File: config.mk
export PLATFORM = sky130hd
export DESIGN_NAME = wdrc_top
export DESIGN_NICKNAME = d
export VERILOG_FILES = /design/src/wdrc_pkg.sv /design/src/wdrc_top.sv
export SDC_FILE = /design/constraint.sdc
export NUM_CORES = 1
export LEC_CHECK = 0
export ABC_AREA = 1
export BUFFER_PORTS_ARGS = -buffer_cell sky130_fd_sc_hd__buf_2
export CAP_MARGIN = 20
export CORE_MARGIN = 1
export CORE_UTILIZATION = 50
export CTS_CLUSTER_DIAMETER = 60
export DETAILED_ROUTE_END_ITERATION = 10
export PLACE_DENSITY = 0.78
export SLEW_MARGIN = 10
export SYNTH_ARGS = -nofsm -noshare
export SYNTH_HDL_FRONTEND = slang
export SYNTH_SLANG_ARGS = --single-unit
export TNS_END_PERCENT = 50
File: constraint.sdc
create_clock -name clk -period 3.1 [get_ports clk]
set_input_delay 0 -clock clk [delete_from_list [all_inputs] [get_ports clk]]
set_output_delay 0 -clock clk [all_outputs]
set_load 0.005 [all_outputs]
File: src/wdrc_pkg.sv
package wdrc_pkg;

   // register bus widths
   localparam int unsigned ADDR_W = 4;
   localparam int unsigned DATA_W = 8;

   // register offsets
   localparam logic [ADDR_W-1:0] OFS_WDT_CTRL = 4'h0;  // watchdog_control
   localparam logic [ADDR_W-1:0] OFS_FLAGS    = 4'h1;  // reset_cause_flags
   localparam logic [ADDR_W-1:0] OFS_RST_CTRL = 4'h2;  // guarded_reset_control
   localparam logic [ADDR_W-1:0] OFS_THRESH   = 4'h3;  // threshold_select_register
   localparam logic [ADDR_W-1:0] OFS_QUAL     = 4'h4;  // qualify_time_select
   localparam logic [ADDR_W-1:0] OFS_STATUS   = 4'h5;  // timeout / powerdown status

   // power-on values
   localparam logic [7:0] WDT_CTRL_POR = 8'h53;
   localparam logic [7:0] RST_CTRL_POR = 8'h55;
   localparam logic [7:0] THRESH_POR   = 8'h55;
   localparam logic [1:0] QUAL_POR     = 2'h1;

   // guarded codes
   localparam logic [4:0] WDT_EN_CODE  = 5'h0A;
   localparam logic [4:0] WDT_DIS_CODE = 5'h15;
   localparam logic [7:0] RST_NOP_A    = 8'h55;
   localparam logic [7:0] RST_NOP_B    = 8'hAA;
   localparam logic [7:0] THR_CODE_0   = 8'h55;
   localparam logic [7:0] THR_CODE_1   = 8'h33;
   localparam logic [7:0] THR_CODE_2   = 8'h99;
   localparam logic [7:0] THR_CODE_3   = 8'hAA;

   // field positions
   localparam int unsigned GUARD_MSB = 7;
   localparam int unsigned GUARD_LSB = 3;
   localparam int unsigned PSEL_MSB  = 2;
   localparam int unsigned PSEL_LSB  = 0;
   localparam int unsigned WRF_BIT   = 0;
   localparam int unsigned LRF_BIT   = 1;
   localparam int unsigned LOW_VOLTAGE_RESET_FLAG_BIT  = 2;
   localparam int unsigned RESET_REG_RESET_FLAG_BIT  = 3;
   localparam int unsigned FLAGS_W   = 4;
   localparam int unsigned TO_BIT    = 0;
   localparam int unsigned PDF_BIT   = 1;

   // counter widths
   localparam int unsigned CNT_W  = 18;
   localparam int unsigned QCNT_W = 8;

   // default soft reset delay in slow oscillator ticks
   localparam logic [7:0] SRESET_TICKS_DEF = 8'h10;

   // soft reset sequencer states
   typedef enum logic [1:0] {
      RS_IDLE = 2'b00,
      RS_WAIT = 2'b01,
      RS_FIRE = 2'b10
   } wdrc_rst_state_e;

   // register bus request
   typedef struct packed {
      logic [ADDR_W-1:0] addr;
      logic [DATA_W-1:0] wdata;
      logic              wr;
      logic              rd;
   } wdrc_bus_s;

   // reset outputs towards the core
   typedef struct packed {
      logic sys_reset;
      logic pc_sp_clear;
      logic port_preset;
   } wdrc_rst_s;

   // last count before overflow for each period select code
   function automatic logic [CNT_W-1:0] period_last(input logic [2:0] sel);
      case (sel)
         3'h0:    period_last = 18'h000FF;
         3'h1:    period_last = 18'h003FF;
         3'h2:    period_last = 18'h00FFF;
         3'h3:    period_last = 18'h03FFF;
         3'h4:    period_last = 18'h07FFF;
         3'h5:    period_last = 18'h0FFFF;
         3'h6:    period_last = 18'h1FFFF;
         default: period_last = 18'h3FFFF;
      endcase
   endfunction

   // last qualify tick index: 8, 32, 64 or 128 ticks of low voltage
   function automatic logic [QCNT_W-1:0] qual_last(input logic [1:0] sel);
      case (sel)
         2'h0:    qual_last = 8'h07;
         2'h1:    qual_last = 8'h1F;
         2'h2:    qual_last = 8'h3F;
         default: qual_last = 8'h7F;
      endcase
   endfunction

   // threshold code check
   function automatic logic thr_valid(input logic [7:0] code);
      thr_valid = (code == THR_CODE_0) || (code == THR_CODE_1) ||
                  (code == THR_CODE_2) || (code == THR_CODE_3);
   endfunction

endpackage

File: src/wdrc_top.sv
// Functional notes
// [RULE_01] counter ticks slow oscillator, eight power-two periods
// [RULE_02] enable code runs, disable code stops
// [RULE_03] other enable codes: delayed reset, flag set
// [RULE_04] power-on: enable code, period select 011
// [RULE_05] bit0 flag set by watchdog code reset
// [RULE_06] running overflow: full reset, timeout flag
// [RULE_07] sleep overflow: timeout flag, clear pc/sp
// [RULE_08] count cleared by soft reset, clear, halt
// [RULE_09] reset control codes 55/AA idle, others reset
// [RULE_10] reset control register powers up 55
// [RULE_11] bit3 flag set by reset control reset
// [RULE_12] flags upper bits zero, flags power-up cleared
// [RULE_13] low voltage reset needs qualified persistence
// [RULE_14] qualified low voltage reset sets bit2
// [RULE_15] bad threshold code: delayed reset, flag set
// [RULE_16] low voltage reset off in sleep/idle
// [RULE_17] power-on clears the program counter
// [RULE_18] power-on presets ports to all ones
// [RULE_19] four threshold codes; bad one restores default
// [RULE_20] qualify select: 8, 32, 64, 128 ticks
// [RULE_21] halt clears count, resumes only if enabled
// [RULE_22] soft reset delay is parameterised slow ticks
// [RULE_23] clear/halt pulses, low voltage synchronised level
`timescale 1ns/1ps
module wdrc_top #(
   parameter logic [7:0] SRESET_TICKS = wdrc_pkg::SRESET_TICKS_DEF  // soft reset delay, slow ticks
) (
   input  wire logic                         clk,
   input  wire logic                         reset,
   input  wire logic                         clk_en,
   input  wire wdrc_pkg::wdrc_bus_s          bus_i,
   output logic [wdrc_pkg::DATA_W-1:0]       rd_data_o,
   input  wire logic                         slow_osc_i,
   input  wire logic                         low_voltage_i,
   input  wire logic                         sleep_idle_i,
   input  wire logic                         clear_watchdog_instruction_i,
   input  wire logic                         halt_i,
   output wdrc_pkg::wdrc_rst_s               rst_o
);
   import wdrc_pkg::*;

   localparam logic [7:0] SRESET_LAST = 8'(SRESET_TICKS - 8'h01);  // last delay tick index

   // synchroniser stages
   logic                  osc_s1_q;      // oscillator pin, first stage
   logic                  osc_s2_q;      // oscillator, second stage
   logic                  osc_s3_q;      // oscillator, edge history
   logic                  lv_s1_q;       // low voltage pin, first stage
   logic                  lv_s2_q;       // low voltage, synchronised
   // registers
   logic [7:0]            wdt_ctrl_q;    // watchdog_control
   logic [7:0]            rst_ctrl_q;    // guarded_reset_control
   logic [7:0]            thresh_q;      // threshold_select_register
   logic [1:0]            qual_sel_q;    // qualify_time_select
   logic [FLAGS_W-1:0]    flags_q;       // reset_cause_flags
   logic                  to_q;          // timeout_status_flag
   logic                  pdf_q;         // powerdown_status_flag
   // counters and sequencer
   logic [CNT_W-1:0]      wdt_cnt_q;     // watchdog_counter
   logic [QCNT_W-1:0]     lv_cnt_q;      // low voltage persistence count
   wdrc_rst_state_e       srst_state_q;  // soft reset sequencer
   logic [7:0]            srst_cnt_q;    // soft reset delay count
   logic [2:0]            cause_q;       // captured causes: thr, rst, wdt
   logic [DATA_W-1:0]     rd_data_q;     // read data
   wdrc_rst_s             rst_q;         // reset outputs

   // combinational terms
   logic [4:0]            guard_field;   // guard_enable_field
   logic [2:0]            period_sel;    // period_select
   logic                  tick;          // one slow oscillator rising edge
   logic                  wdt_run;       // watchdog enabled
   logic                  wdt_bad;       // invalid enable code
   logic                  rst_bad;       // invalid reset control code
   logic                  thr_bad;       // invalid threshold code
   logic                  wdt_clear_evt; // clear or halt instruction
   logic                  wdt_ovf;       // watchdog overflow this cycle
   logic                  norm_ovf;      // overflow while running
   logic                  sleep_to;      // overflow while asleep
   logic                  lv_active;     // low voltage reset enabled
   logic                  lv_fire;       // qualified low voltage reset
   logic                  sw_fire;       // soft reset fires
   logic                  full_reset;    // any full device reset
   logic                  wr_hit;        // write strobe qualified
   logic [FLAGS_W-1:0]    flag_set;      // hardware flag set terms

   assign guard_field   = wdt_ctrl_q[GUARD_MSB:GUARD_LSB];
   assign period_sel    = wdt_ctrl_q[PSEL_MSB:PSEL_LSB];
   assign tick          = osc_s2_q & ~osc_s3_q;
   assign wdt_run       = (guard_field == WDT_EN_CODE);                               // RULE_02
   assign wdt_bad       = (guard_field != WDT_EN_CODE) && (guard_field != WDT_DIS_CODE); // RULE_03
   assign rst_bad       = (rst_ctrl_q != RST_NOP_A) && (rst_ctrl_q != RST_NOP_B);     // RULE_09
   assign thr_bad       = !thr_valid(thresh_q);                                      // RULE_19
   assign wdt_clear_evt = clear_watchdog_instruction_i | halt_i;                                        // RULE_23
   // clear in the same cycle beats an overflow
   // a count already past a newly shortened period overflows on the next tick
   assign wdt_ovf       = tick && wdt_run && !wdt_clear_evt &&
                          (wdt_cnt_q >= period_last(period_sel));                     // RULE_01
   assign norm_ovf      = wdt_ovf && !sleep_idle_i;                                  // RULE_06
   assign sleep_to      = wdt_ovf && sleep_idle_i;                                   // RULE_07
   assign lv_active     = !sleep_idle_i;                                             // RULE_16
   assign lv_fire       = tick && lv_active && lv_s2_q &&
                          (lv_cnt_q >= qual_last(qual_sel_q));                        // RULE_13
   assign sw_fire       = (srst_state_q == RS_FIRE);
   assign full_reset    = sw_fire | lv_fire | norm_ovf;
   assign wr_hit        = bus_i.wr;
   // cause bits: [2] threshold, [1] reset control, [0] watchdog control
   always_comb
   begin
      flag_set           = '0;
      flag_set[WRF_BIT]  = sw_fire & cause_q[0];  // RULE_05
      flag_set[RESET_REG_RESET_FLAG_BIT] = sw_fire & cause_q[1];  // RULE_11
      flag_set[LRF_BIT]  = sw_fire & cause_q[2];  // RULE_15
      flag_set[LOW_VOLTAGE_RESET_FLAG_BIT] = lv_fire;               // RULE_14
   end

   // slow oscillator pin synchroniser
   always_ff @(posedge clk)
   begin
      if (reset)
      begin
         osc_s1_q <= 1'b0;
         osc_s2_q <= 1'b0;
         osc_s3_q <= 1'b0;
      end
      else if (clk_en)
      begin
         osc_s1_q <= slow_osc_i;
         osc_s2_q <= osc_s1_q;
         osc_s3_q <= osc_s2_q;
      end
   end

   // low voltage level synchroniser
   always_ff @(posedge clk)
   begin
      if (reset)
      begin
         lv_s1_q <= 1'b0;
         lv_s2_q <= 1'b0;
      end
      else if (clk_en)
      begin
         lv_s1_q <= low_voltage_i;  // RULE_23
         lv_s2_q <= lv_s1_q;
      end
   end

   // watchdog control register
   always_ff @(posedge clk)
   begin
      if (reset)
         wdt_ctrl_q <= WDT_CTRL_POR;  // RULE_04
      else if (clk_en)
      begin
         if (full_reset)
            wdt_ctrl_q <= WDT_CTRL_POR;
         else if (wr_hit && bus_i.addr == OFS_WDT_CTRL)
            wdt_ctrl_q <= bus_i.wdata;
      end
   end

   // guarded reset control register
   always_ff @(posedge clk)
   begin
      if (reset)
         rst_ctrl_q <= RST_CTRL_POR;  // RULE_10
      else if (clk_en)
      begin
         if (full_reset)
            rst_ctrl_q <= RST_CTRL_POR;
         else if (wr_hit && bus_i.addr == OFS_RST_CTRL)
            rst_ctrl_q <= bus_i.wdata;
      end
   end

   // threshold select; kept across a low voltage reset
   always_ff @(posedge clk)
   begin
      if (reset)
         thresh_q <= THRESH_POR;
      else if (clk_en)
      begin
         if (sw_fire || norm_ovf)
            thresh_q <= THRESH_POR;  // RULE_19
         else if (wr_hit && bus_i.addr == OFS_THRESH)
            thresh_q <= bus_i.wdata;
      end
   end

   // qualify time select
   always_ff @(posedge clk)
   begin
      if (reset)
         qual_sel_q <= QUAL_POR;
      else if (clk_en)
      begin
         if (full_reset)
            qual_sel_q <= QUAL_POR;
         else if (wr_hit && bus_i.addr == OFS_QUAL)
            qual_sel_q <= bus_i.wdata[1:0];  // RULE_20
      end
   end

   // reset cause flags: writing 0 clears, hardware set wins
   always_ff @(posedge clk)
   begin
      if (reset)
         flags_q <= '0;  // RULE_12
      else if (clk_en)
      begin
         if (wr_hit && bus_i.addr == OFS_FLAGS)
            flags_q <= flag_set | (flags_q & bus_i.wdata[FLAGS_W-1:0]);  // RULE_05
         else
            flags_q <= flag_set | flags_q;  // RULE_11
      end
   end

   // timeout and powerdown status
   always_ff @(posedge clk)
   begin
      if (reset)
      begin
         to_q  <= 1'b0;
         pdf_q <= 1'b0;
      end
      else if (clk_en)
      begin
         to_q  <= wdt_ovf | (to_q & ~wdt_clear_evt);         // RULE_06
         pdf_q <= halt_i | sleep_to | (pdf_q & ~clear_watchdog_instruction_i);  // RULE_07
      end
   end

   // watchdog counter
   always_ff @(posedge clk)
   begin
      if (reset)
         wdt_cnt_q <= '0;
      else if (clk_en)
      begin
         if (wdt_clear_evt || full_reset || sleep_to)
            wdt_cnt_q <= '0;  // RULE_08
         else if (tick && wdt_run)
            wdt_cnt_q <= wdt_cnt_q + 18'h00001;  // RULE_21
      end
   end

   // low voltage persistence counter
   always_ff @(posedge clk)
   begin
      if (reset)
         lv_cnt_q <= '0;
      else if (clk_en)
      begin
         if (!lv_s2_q || !lv_active || lv_fire)
            lv_cnt_q <= '0;  // RULE_13
         else if (tick)
            lv_cnt_q <= lv_cnt_q + 8'h01;
      end
   end

   // soft reset sequencer
   always_ff @(posedge clk)
   begin
      if (reset)
      begin
         srst_state_q <= RS_IDLE;
         srst_cnt_q   <= '0;
         cause_q      <= '0;
      end
      else if (clk_en)
      begin
         case (srst_state_q)
            RS_IDLE:
            begin
               srst_cnt_q <= '0;
               // a full reset restores valid codes, except the threshold on a low voltage reset, so do not arm on it
               if ((wdt_bad || rst_bad || thr_bad) && !full_reset)
               begin
                  srst_state_q <= RS_WAIT;
                  cause_q      <= {thr_bad, rst_bad, wdt_bad};  // RULE_03
               end
            end
            RS_WAIT:
            begin
               if (lv_fire || norm_ovf)
                  srst_state_q <= RS_IDLE;
               else if (tick && srst_cnt_q == SRESET_LAST)
                  srst_state_q <= RS_FIRE;  // RULE_22
               else if (tick)
                  srst_cnt_q <= srst_cnt_q + 8'h01;
            end
            RS_FIRE:
               srst_state_q <= RS_IDLE;
            default:
               srst_state_q <= RS_IDLE;
         endcase
      end
   end

   // register read port, data one cycle after the strobe
   always_ff @(posedge clk)
   begin
      if (reset)
         rd_data_q <= '0;
      else if (clk_en)
      begin
         rd_data_q <= '0;
         if (bus_i.rd)
         begin
            if (bus_i.addr == OFS_WDT_CTRL)
               rd_data_q <= wdt_ctrl_q;
            else if (bus_i.addr == OFS_FLAGS)
               rd_data_q <= {4'h0, flags_q};  // RULE_12
            else if (bus_i.addr == OFS_RST_CTRL)
               rd_data_q <= rst_ctrl_q;
            else if (bus_i.addr == OFS_THRESH)
               rd_data_q <= thresh_q;
            else if (bus_i.addr == OFS_QUAL)
               rd_data_q <= {6'h00, qual_sel_q};
            else if (bus_i.addr == OFS_STATUS)
               rd_data_q <= {6'h00, pdf_q, to_q};
            else
               rd_data_q <= '0;
         end
      end
   end

   // reset outputs; all asserted through power-on
   always_ff @(posedge clk)
   begin
      if (reset)
      begin
         rst_q.sys_reset   <= 1'b1;
         rst_q.pc_sp_clear <= 1'b1;  // RULE_17
         rst_q.port_preset <= 1'b1;  // RULE_18
      end
      else if (clk_en)
      begin
         rst_q.sys_reset   <= full_reset;             // RULE_06
         rst_q.pc_sp_clear <= full_reset | sleep_to;  // RULE_07
         rst_q.port_preset <= full_reset;
      end
   end

   assign rd_data_o = rd_data_q;
   assign rst_o     = rst_q;
endmodule

==> metrics.md, run 1 <==
| Metric | Value |
|---|---|
| Status | `finished with violations` |
| Failing checks | `negative hold slack` |
| DRC Markers | `0` |
| Final ANT Viol Nets | `0` |
| Register area share after synthesis | `33.6%` |
| Min Tclk post-route | `approximately 2.6 ns` |
| Overall Global Routing Usage | `about a quarter` |
| Die Y | `around 100 um` |
| YS warnings | `0` |
| Post-synth EDFFs | `0` |
| Syn nets | `a little over 800` |
| Hold depth | `4` |
| Critical-path maximum fanout | `13` |
| Final hold violations | `1` |
| Syn Inst Count | `771` |
| Critical-path top delay cell | `dfxtp_1` |
| Initial core utilization | `between 50% and 60%` |
| WP data arrival | `about 2.9 ns` |
| Layout cell share with drive strength beyond 1 | `between 10 and 15%` |
| Final setup TNS | `0 ns` |
| Global-route wire length before repair | `21.1 mm` |
| Synthesis-to-layout area growth | `11.5%` |
| Cell row count | `36` |
| Final Util | `~58%` |
| Element type at the critical path start | `flop` |
| Clock Latency Late Sink | `0.37 ns` |
| Routed wire length | `between 10 and 15 mm` |
| Initial DRC count | `roughly 320` |
| Slew margin rel. | `~58%` |
| CP Class | `flop to flop` |
| Reg2reg setup slack | `approximately 0.53 ns` |
| Fin nets | `847` |
| Via/cell ratio | `between 5 and 6` |
| Primary FF master, synth | `dfxtp_1` |
| Reg2reg path depth | `15` |
| Setup Buffers After CTS | `0` |
| Initial antenna violation count | `0` |
| Worst-Margin Slew | `about 0.62 ns` |
| Max Freq | `between 300 and 400 MHz` |
| Final std cells w/o fill | `~950` |
| IO Count | `33` |
| Tcrit/Tclk final | `83.1%` |
| Fin. max-slew vios | `0` |
| Vias in the first global route | `around 4.6k` |
| Fillers | `a little over 900` |
| Routability congestion estimate | `around 0.95` |
| PD cells | `497 nW/um^2` |
| DR WL/cell | `roughly 13 um` |
| Clk slew on worst S/H paths | `~0.090 ns` |
| Die X | `roughly 100 um` |
| HPWL after detailed placement | `roughly 9.4 mm` |
| Min-delay worst type | `primary input to flop` |
| Largest stage delay, worst path | `a little under 0.5 ns` |
| Sink Count | `between 80 and 90` |
| Detailed Routing Iterations Pass 1 | `5` |
| RSZ-0062 raised after global routing | `no` |
| Diode count | `0` |
| Hold slack | `-0.00301 ns` |
| Crit. End Element | `flop` |
| CTS Buffer Depth | `2` |
| CTS tree | `yes` |
| Asr flop ratio synth | `0%` |
| Root buffer cell | `clkbuf_8` |
| # placed instances | `around 900` |
| Core outline area | `9860 um^2` |
| Post-cts resize count | `0` |
| Register bit count reported by yosys | `between 80 and 90` |
| Maximum VDD drop | `slightly above 0.0002 V` |
| WP data required | `between 3 and 4 ns` |
| Clk_skew | `0.0111 ns` |
| Largest net degree at the start of global routing | `44` |
| Port-buffer cells | `32` |
| Hold Buf Count CTS | `12` |
| Grt ovf | `0` |
| Worst-path cell chain | `o21ai_0 > ha_1 > nand2_1 > nor2_1 > nand2_1 > nor2_1 > nand2_2 > nand3_4 > nand3_4 > nand2_4 > nand2_2 > o21ai_2 > inv_1 > nor2_1 > nor2_1` |
| Vias | `between 5k and 6k` |
| Critical path's most frequent cell | `nor2_1` |
| Netlist cell types | `40` |
| P_leak | `roughly 0.0025 uW` |
| CTS Buf Count | `9` |
| Mean post-synth cell area | `around 6.6 um^2` |
| Max_cap viols | `0` |
| Die area | `10600 um^2` |
| H-tree levels | `3` |
| Setup violators final | `0` |
| Synthesized cell area | `5120 um^2` |
## cell families after synthesis
| kind of cell | count (synthesis) | share of synthesized area, % |
|---|---|---|
| AND/OR/NAND/NOR | 412 | 36.5 |
| AO/OA/AOI/OAI | 124 | 14.2 |
| buffers and inverters | 119 | 9.36 |
| flip-flops | 86 | 33.6 |
| adder cells (fa/ha/maj) | 17 | 4.15 |
| XOR/XNOR | 13 | 2.22 |
## cells in the final DEF, fill, tap and decap left out, types with 5 or more instances in the layout
| cell type | instances |
|---|---|
| nand2_1 | 172 |
| nor2_1 | 124 |
| inv_1 | 86 |
| dfxtp_1 | 86 |
| a21oi_1 | 52 |
| nand3_1 | 49 |
| o21ai_0 | 37 |
| buf_2 | 32 |
| nand4_1 | 18 |
| ha_1 | 17 |
| nor3_1 | 14 |
| dlygate4sd3_1 | 12 |
| o211ai_1 | 11 |
| xor2_1 | 10 |
| clkbuf_8 | 10 |
| inv_2 | 8 |
| nand2_2 | 7 |
| or2_2 | 5 |
| o221ai_1 | 5 |
| nor2_4 | 5 |
| buf_4 | 5 |
## per-layer routing
layer  part of all wire (%)  track usage (%)
met2                     45             41.8
met1                     47             34.0
met3                    6.2             4.03
met4                    1.8             8.78
met5                      0                0
## through the flow
step | power (uW) | instance area, um^2 | setup WS [ns]
finish | 2840 | 5710 | 0.525
global route | 3000 | 5710 | 0.222
CTS | 2840 | 5710 | 0.559
detailed placement | 1940 | 5370 | 0.565
global placement | 1920 | 5370 | 0.678
floorplan | 1780 | 5120 | 0.819
## layout make-up
class / count / area [um^2] / area share, %
clock inverters: 5 / 81.3 / 1.42
clock buffers: 11 / 141 / 2.48
flip-flops and latches: 86 / 1720 / 30.2
multi-input cells: 566 / 2920 / 51.1
inverters: 96 / 360 / 6.31
repair buffers: 49 / 318 / 5.57
well taps: 133 / 166 / 2.92
## cell usage after synthesis (5+ instances only)
cell type	count	area share [%]
nand2_1	172	13
nor2_1	124	9.1
dfxtp_1	86	34
inv_1	86	6.3
a21oi_1	52	5.1
nand3_1	49	4.8
o21ai_0	37	3.6
nand4_1	18	2.2
ha_1	17	4.2
nor3_1	14	1.4
clkbuf_1	11	0.81
o211ai_1	11	1.6
xor2_1	10	1.7
inv_2	8	0.59
nand2_2	7	0.86
nor2_4	5	1.1
o221ai_1	5	0.86
or2_2	5	0.61
## flip-flops by register name (all words and copies together), names as in the netlist
register      cells
flags_q           4
lv_cnt_q          8
cause_q           3
osc_s1_q          1
srst_state_q      2
rst_ctrl_q        8
rst_o             2
qual_sel_q        2
osc_s2_q          1
to_q              1
osc_s3_q          1
rd_data_o         8
lv_s2_q           1
wdt_ctrl_q        8
lv_s1_q           1
srst_cnt_q        8
pdf_q             1
wdt_cnt_q        18
thresh_q          8
## where the power goes
part	internal, uW	total [uW]	switching, uW
registers	1190	1280	83.5
clock network	478	899	421
logic	226	660	434
## worst max-delay path: cells and delay by family, from the launching register on
family	cells	cell delay, ns
DFF	1	0.49
and+or+nand+nor	11	1.12
AOI/OAI and AO/OA	2	0.38
adders and majority gates	1	0.33
buffers and inverters	1	0.16
## worst paths after layout
check                      from       endpoint
hold reg to reg    rd_data_o[3]   rd_data_o[3]
setup / recovery  wdt_ctrl_q[2]  rst_ctrl_q[5]
hold / removal           halt_i           to_q
setup reg to reg  wdt_ctrl_q[2]  rst_ctrl_q[5]
No activity file was read; power rests on OpenSTA's default activity.
==> run 2: changes to the inputs <==
- clock period: 3.1 -> 2.4 ns (I/O delays scaled with it)
==> run 2 against run 1 <==
  * The flow now finishes without violations
  * Sequential power rose by 29%
  * Maximum frequency rose by 9.2%
  * Cell area increased by 8.1%
  * Wire length grew 11%
  * Critical path type unchanged
  * Largest power group unchanged
==> metrics.md, run 2 (synthesized netlist as in run 1, its figures left out) <==
| Metric | Value |
|---|---|
| Slew margin rel. | `69.6% (was 58.1%)` |
| Reg2reg start | `qual_sel_q[1] (was wdt_ctrl_q[2])` |
| Initial DRC count | `358 (was 321)` |
| Most frequent cells in the layout | `165 x nand2_1, 120 x nor2_1, 83 x inv_1 (was 172 x nand2_1, 124 x nor2_1, 86 x inv_1, 86 x dfxtp_1, 52 x a21oi_1)` |
| Diode count | `0 (unchanged)` |
| RSZ-0062 raised after global routing | `yes (was no)` |
| H-tree levels | `3 (unchanged)` |
| Port-buffer cells | `32 (unchanged)` |
| Min Tclk post-route | `2.36 ns (was 2.57 ns)` |
| Final ANT Viol Nets | `0 (unchanged)` |
| Clk_skew | `0.0129 ns (was 0.0111 ns)` |
| PD cells | `624 nW/um^2 (was 497 nW/um^2)` |
| Clk slew on worst S/H paths | `0.09 ns (about the same)` |
| Area of the multi-input gates | `3130 um^2 (was 2920 um^2)` |
| Element type at the critical path start | `flop (unchanged)` |
| Fillers | `864 (was 918)` |
| Status | `finished, final reports clean (was finished with violations)` |
| Max reg flops | `18 (unchanged)` |
| Fin nets | `873 (was 847)` |
| HPWL after detailed placement | `9.81 mm (was 9.38 mm)` |
| Final WS setup | `0.0422 ns (was 0.525 ns)` |
| Area post-placement | `5440 um^2 (was 5370 um^2)` |
| Clock Latency Late Sink | `0.37 ns (about the same)` |
| Min-delay worst type | `primary input to flop (unchanged)` |
| Die area | `10600 um^2 (unchanged)` |
| Layout cell share with drive strength beyond 1 | `18.4% (was 11.4%)` |
| Post-route cell area | `6170 um^2 (was 5710 um^2)` |
| DR WL/cell | `14.5 um (was 13.4 um)` |
| P_leak | `0.00267 uW (was 0.00252 uW)` |
| Flop pwr share | `42.9% (was 45.0%)` |
| Max Freq | `424 MHz (was 388 MHz)` |
| Overall Global Routing Usage | `26.3% (was 25.4%)` |
| Clock power share | `30.1% (was 31.7%)` |
| CP Class | `flop to flop (unchanged)` |
| Worst-Margin Slew | `0.453 ns (was 0.624 ns)` |
| Final hold violations | `0 (was 1)` |
| WP data arrival | `2.67 ns (was 2.85 ns)` |
| IO Count | `33 (unchanged)` |
| Critical-path maximum fanout | `5 (was 13)` |
| Combinational power share | `27.0% (was 23.3%)` |
| Worst slack at placement | `-0.134 ns (was 0.565 ns)` |
| Root buffer cell | `clkbuf_8 (unchanged)` |
| CTS tree | `yes (unchanged)` |
| Routability congestion estimate | `0.943 (was 0.951)` |
| Detailed Routing Iterations Pass 1 | `5 (unchanged)` |
| Via/cell ratio | `5.47 (was 5.33)` |
| WP data required | `2.72 ns (was 3.38 ns)` |
| Largest net degree at the start of global routing | `30 (was 44)` |
| Core outline area | `9860 um^2 (unchanged)` |
| Worst setup path start | `qual_sel_q[1] (was wdt_ctrl_q[2])` |
| Maximum VDD drop | `0.000376 V (was 0.000206 V)` |
| CTS Buffer Depth | `2 (unchanged)` |
| Switch share | `33.2% (was 33.1%)` |
| Sink Count | `86 (unchanged)` |
| Max_cap viols | `0 (unchanged)` |
| Grt ovf | `0 (unchanged)` |
| Die Y | `103 um (unchanged)` |
| Sequential cell area | `1740 um^2 (was 1720 um^2)` |
| Biggest register | `wdt_cnt_q (unchanged)` |
| Commonest non-fill, non-tap cell in the layout | `nand2_1 (unchanged)` |
| Sw Pwr | `1280 uW (was 939 uW)` |
| Die X | `103 um (unchanged)` |
| Vias in the first global route | `4669 (was 4594)` |
| Global-route wire length before repair | `21.6 mm (was 21.1 mm)` |
| Fin. max-slew vios | `0 (unchanged)` |
| Initial core utilization | `51.9% (unchanged)` |
| Vias | `5307 (was 5045)` |
| Cell row count | `36 (unchanged)` |
| CTS Buf Count | `9 (unchanged)` |
| Int Pwr | `2570 uW (was 1900 uW)` |
| Setup violators final | `0 (unchanged)` |
| Tcrit/Tclk final | `98.2% (was 83.1%)` |
| Synthesis-to-layout area growth | `20.5% (was 11.5%)` |
| DRC Markers | `0 (unchanged)` |
| Hold path start | `sleep_idle_i (was halt_i)` |
| Routed wire length | `14.0 mm (was 12.7 mm)` |
| Initial antenna violation count | `0 (unchanged)` |
| Crit. End Element | `flop (unchanged)` |
run 2: cell types whose count changed in the layout (fill, tap and decap cells not counted), moves of 4 or more:
cell	change
a21oi_1	-7
nand3_2	+4
buf_4	+16
nand2_8	+4
nand2_1	-7
nand3_1	-4
o21ai_1	+4
buf_6	+5
a21oi_2	+7
o21ai_0	-6
dfxtp_1	-5
nor2_1	-4
nand2_2	+6
run 2: worst paths after layout:
kind,end,slack [ns],cells after the start
worst max register to register,wdt_cnt_q[9],0.04,14
worst max-delay path,wdt_cnt_q[9],0.04,14
worst min-delay path,lv_cnt_q[1],0.003,4
worst min register to register,rd_data_o[7],0.47,2
run 2: layout make-up:
type | count | area share [%]
clock buffer | 12 | 2.52
clock inverter | 3 | 1.10
inverter | 96 | 5.96
multi-input combinational | 568 | 50.8
sequential | 86 | 28.1
tap | 133 | 2.70
timing repair buffer | 73 | 8.82
run 2: power by group through the flow:
stage | Clock, uW | Sequential [uW] | Combinational, uW
after floorplan | 0 | 1650 | 654
after global placement | 0 | 1670 | 833
after detailed placement | 0 | 1670 | 863
after CTS | 1180 | 1640 | 890
after global routing | 1250 | 1660 | 1150
final | 1160 | 1650 | 1040
run 2: worst max-delay path, stage by stage (launching register included):
cell and delay [ns]:
dfxtp_2 0.38, inv_1 0.10, ha_1 0.32, a21oi_2 0.14, o21a_1 0.12, nand2_1 0.10, a21oi_4 0.30, nand3_4 0.12
nor2_4 0.14, buf_12 0.14, buf_4 0.13, nand2_1 0.05, nor2_1 0.10, nor2_1 0.06, nor2_1 0.11
run 2: per-layer routing:
metal	part of all wire (%)	global-route usage, %
met3	9.1	7.80
met5	0	0
met4	2.2	10.2
met1	42	32.9
met2	47	42.9
run 2: what timing repair did:
item | CTS | global route
hold buffers | 12 | 0
resized for setup | 8 | 62
cloned | 0 | 3
buffers inserted | 0 | 13
endpoints found under the hold margin | 20 | 0
pin swaps | 0 | 12
endpoints found under the setup margin | 29 | 62
run 2: metrics by stage:
step	hold WS (ns)	power [uW]	instances	TNS [ns]	util, %
global route	0.0317	4070	971	-1.27	62.5
floorplan	0.135	2300	771	0	-
finish	0.00336	3850	971	0	62.5
detailed placement	0.242	2540	928	-1.90	55.1
global placement	0.230	2500	928	-0.157	55.1
CTS	0.00185	3710	955	0	58.9
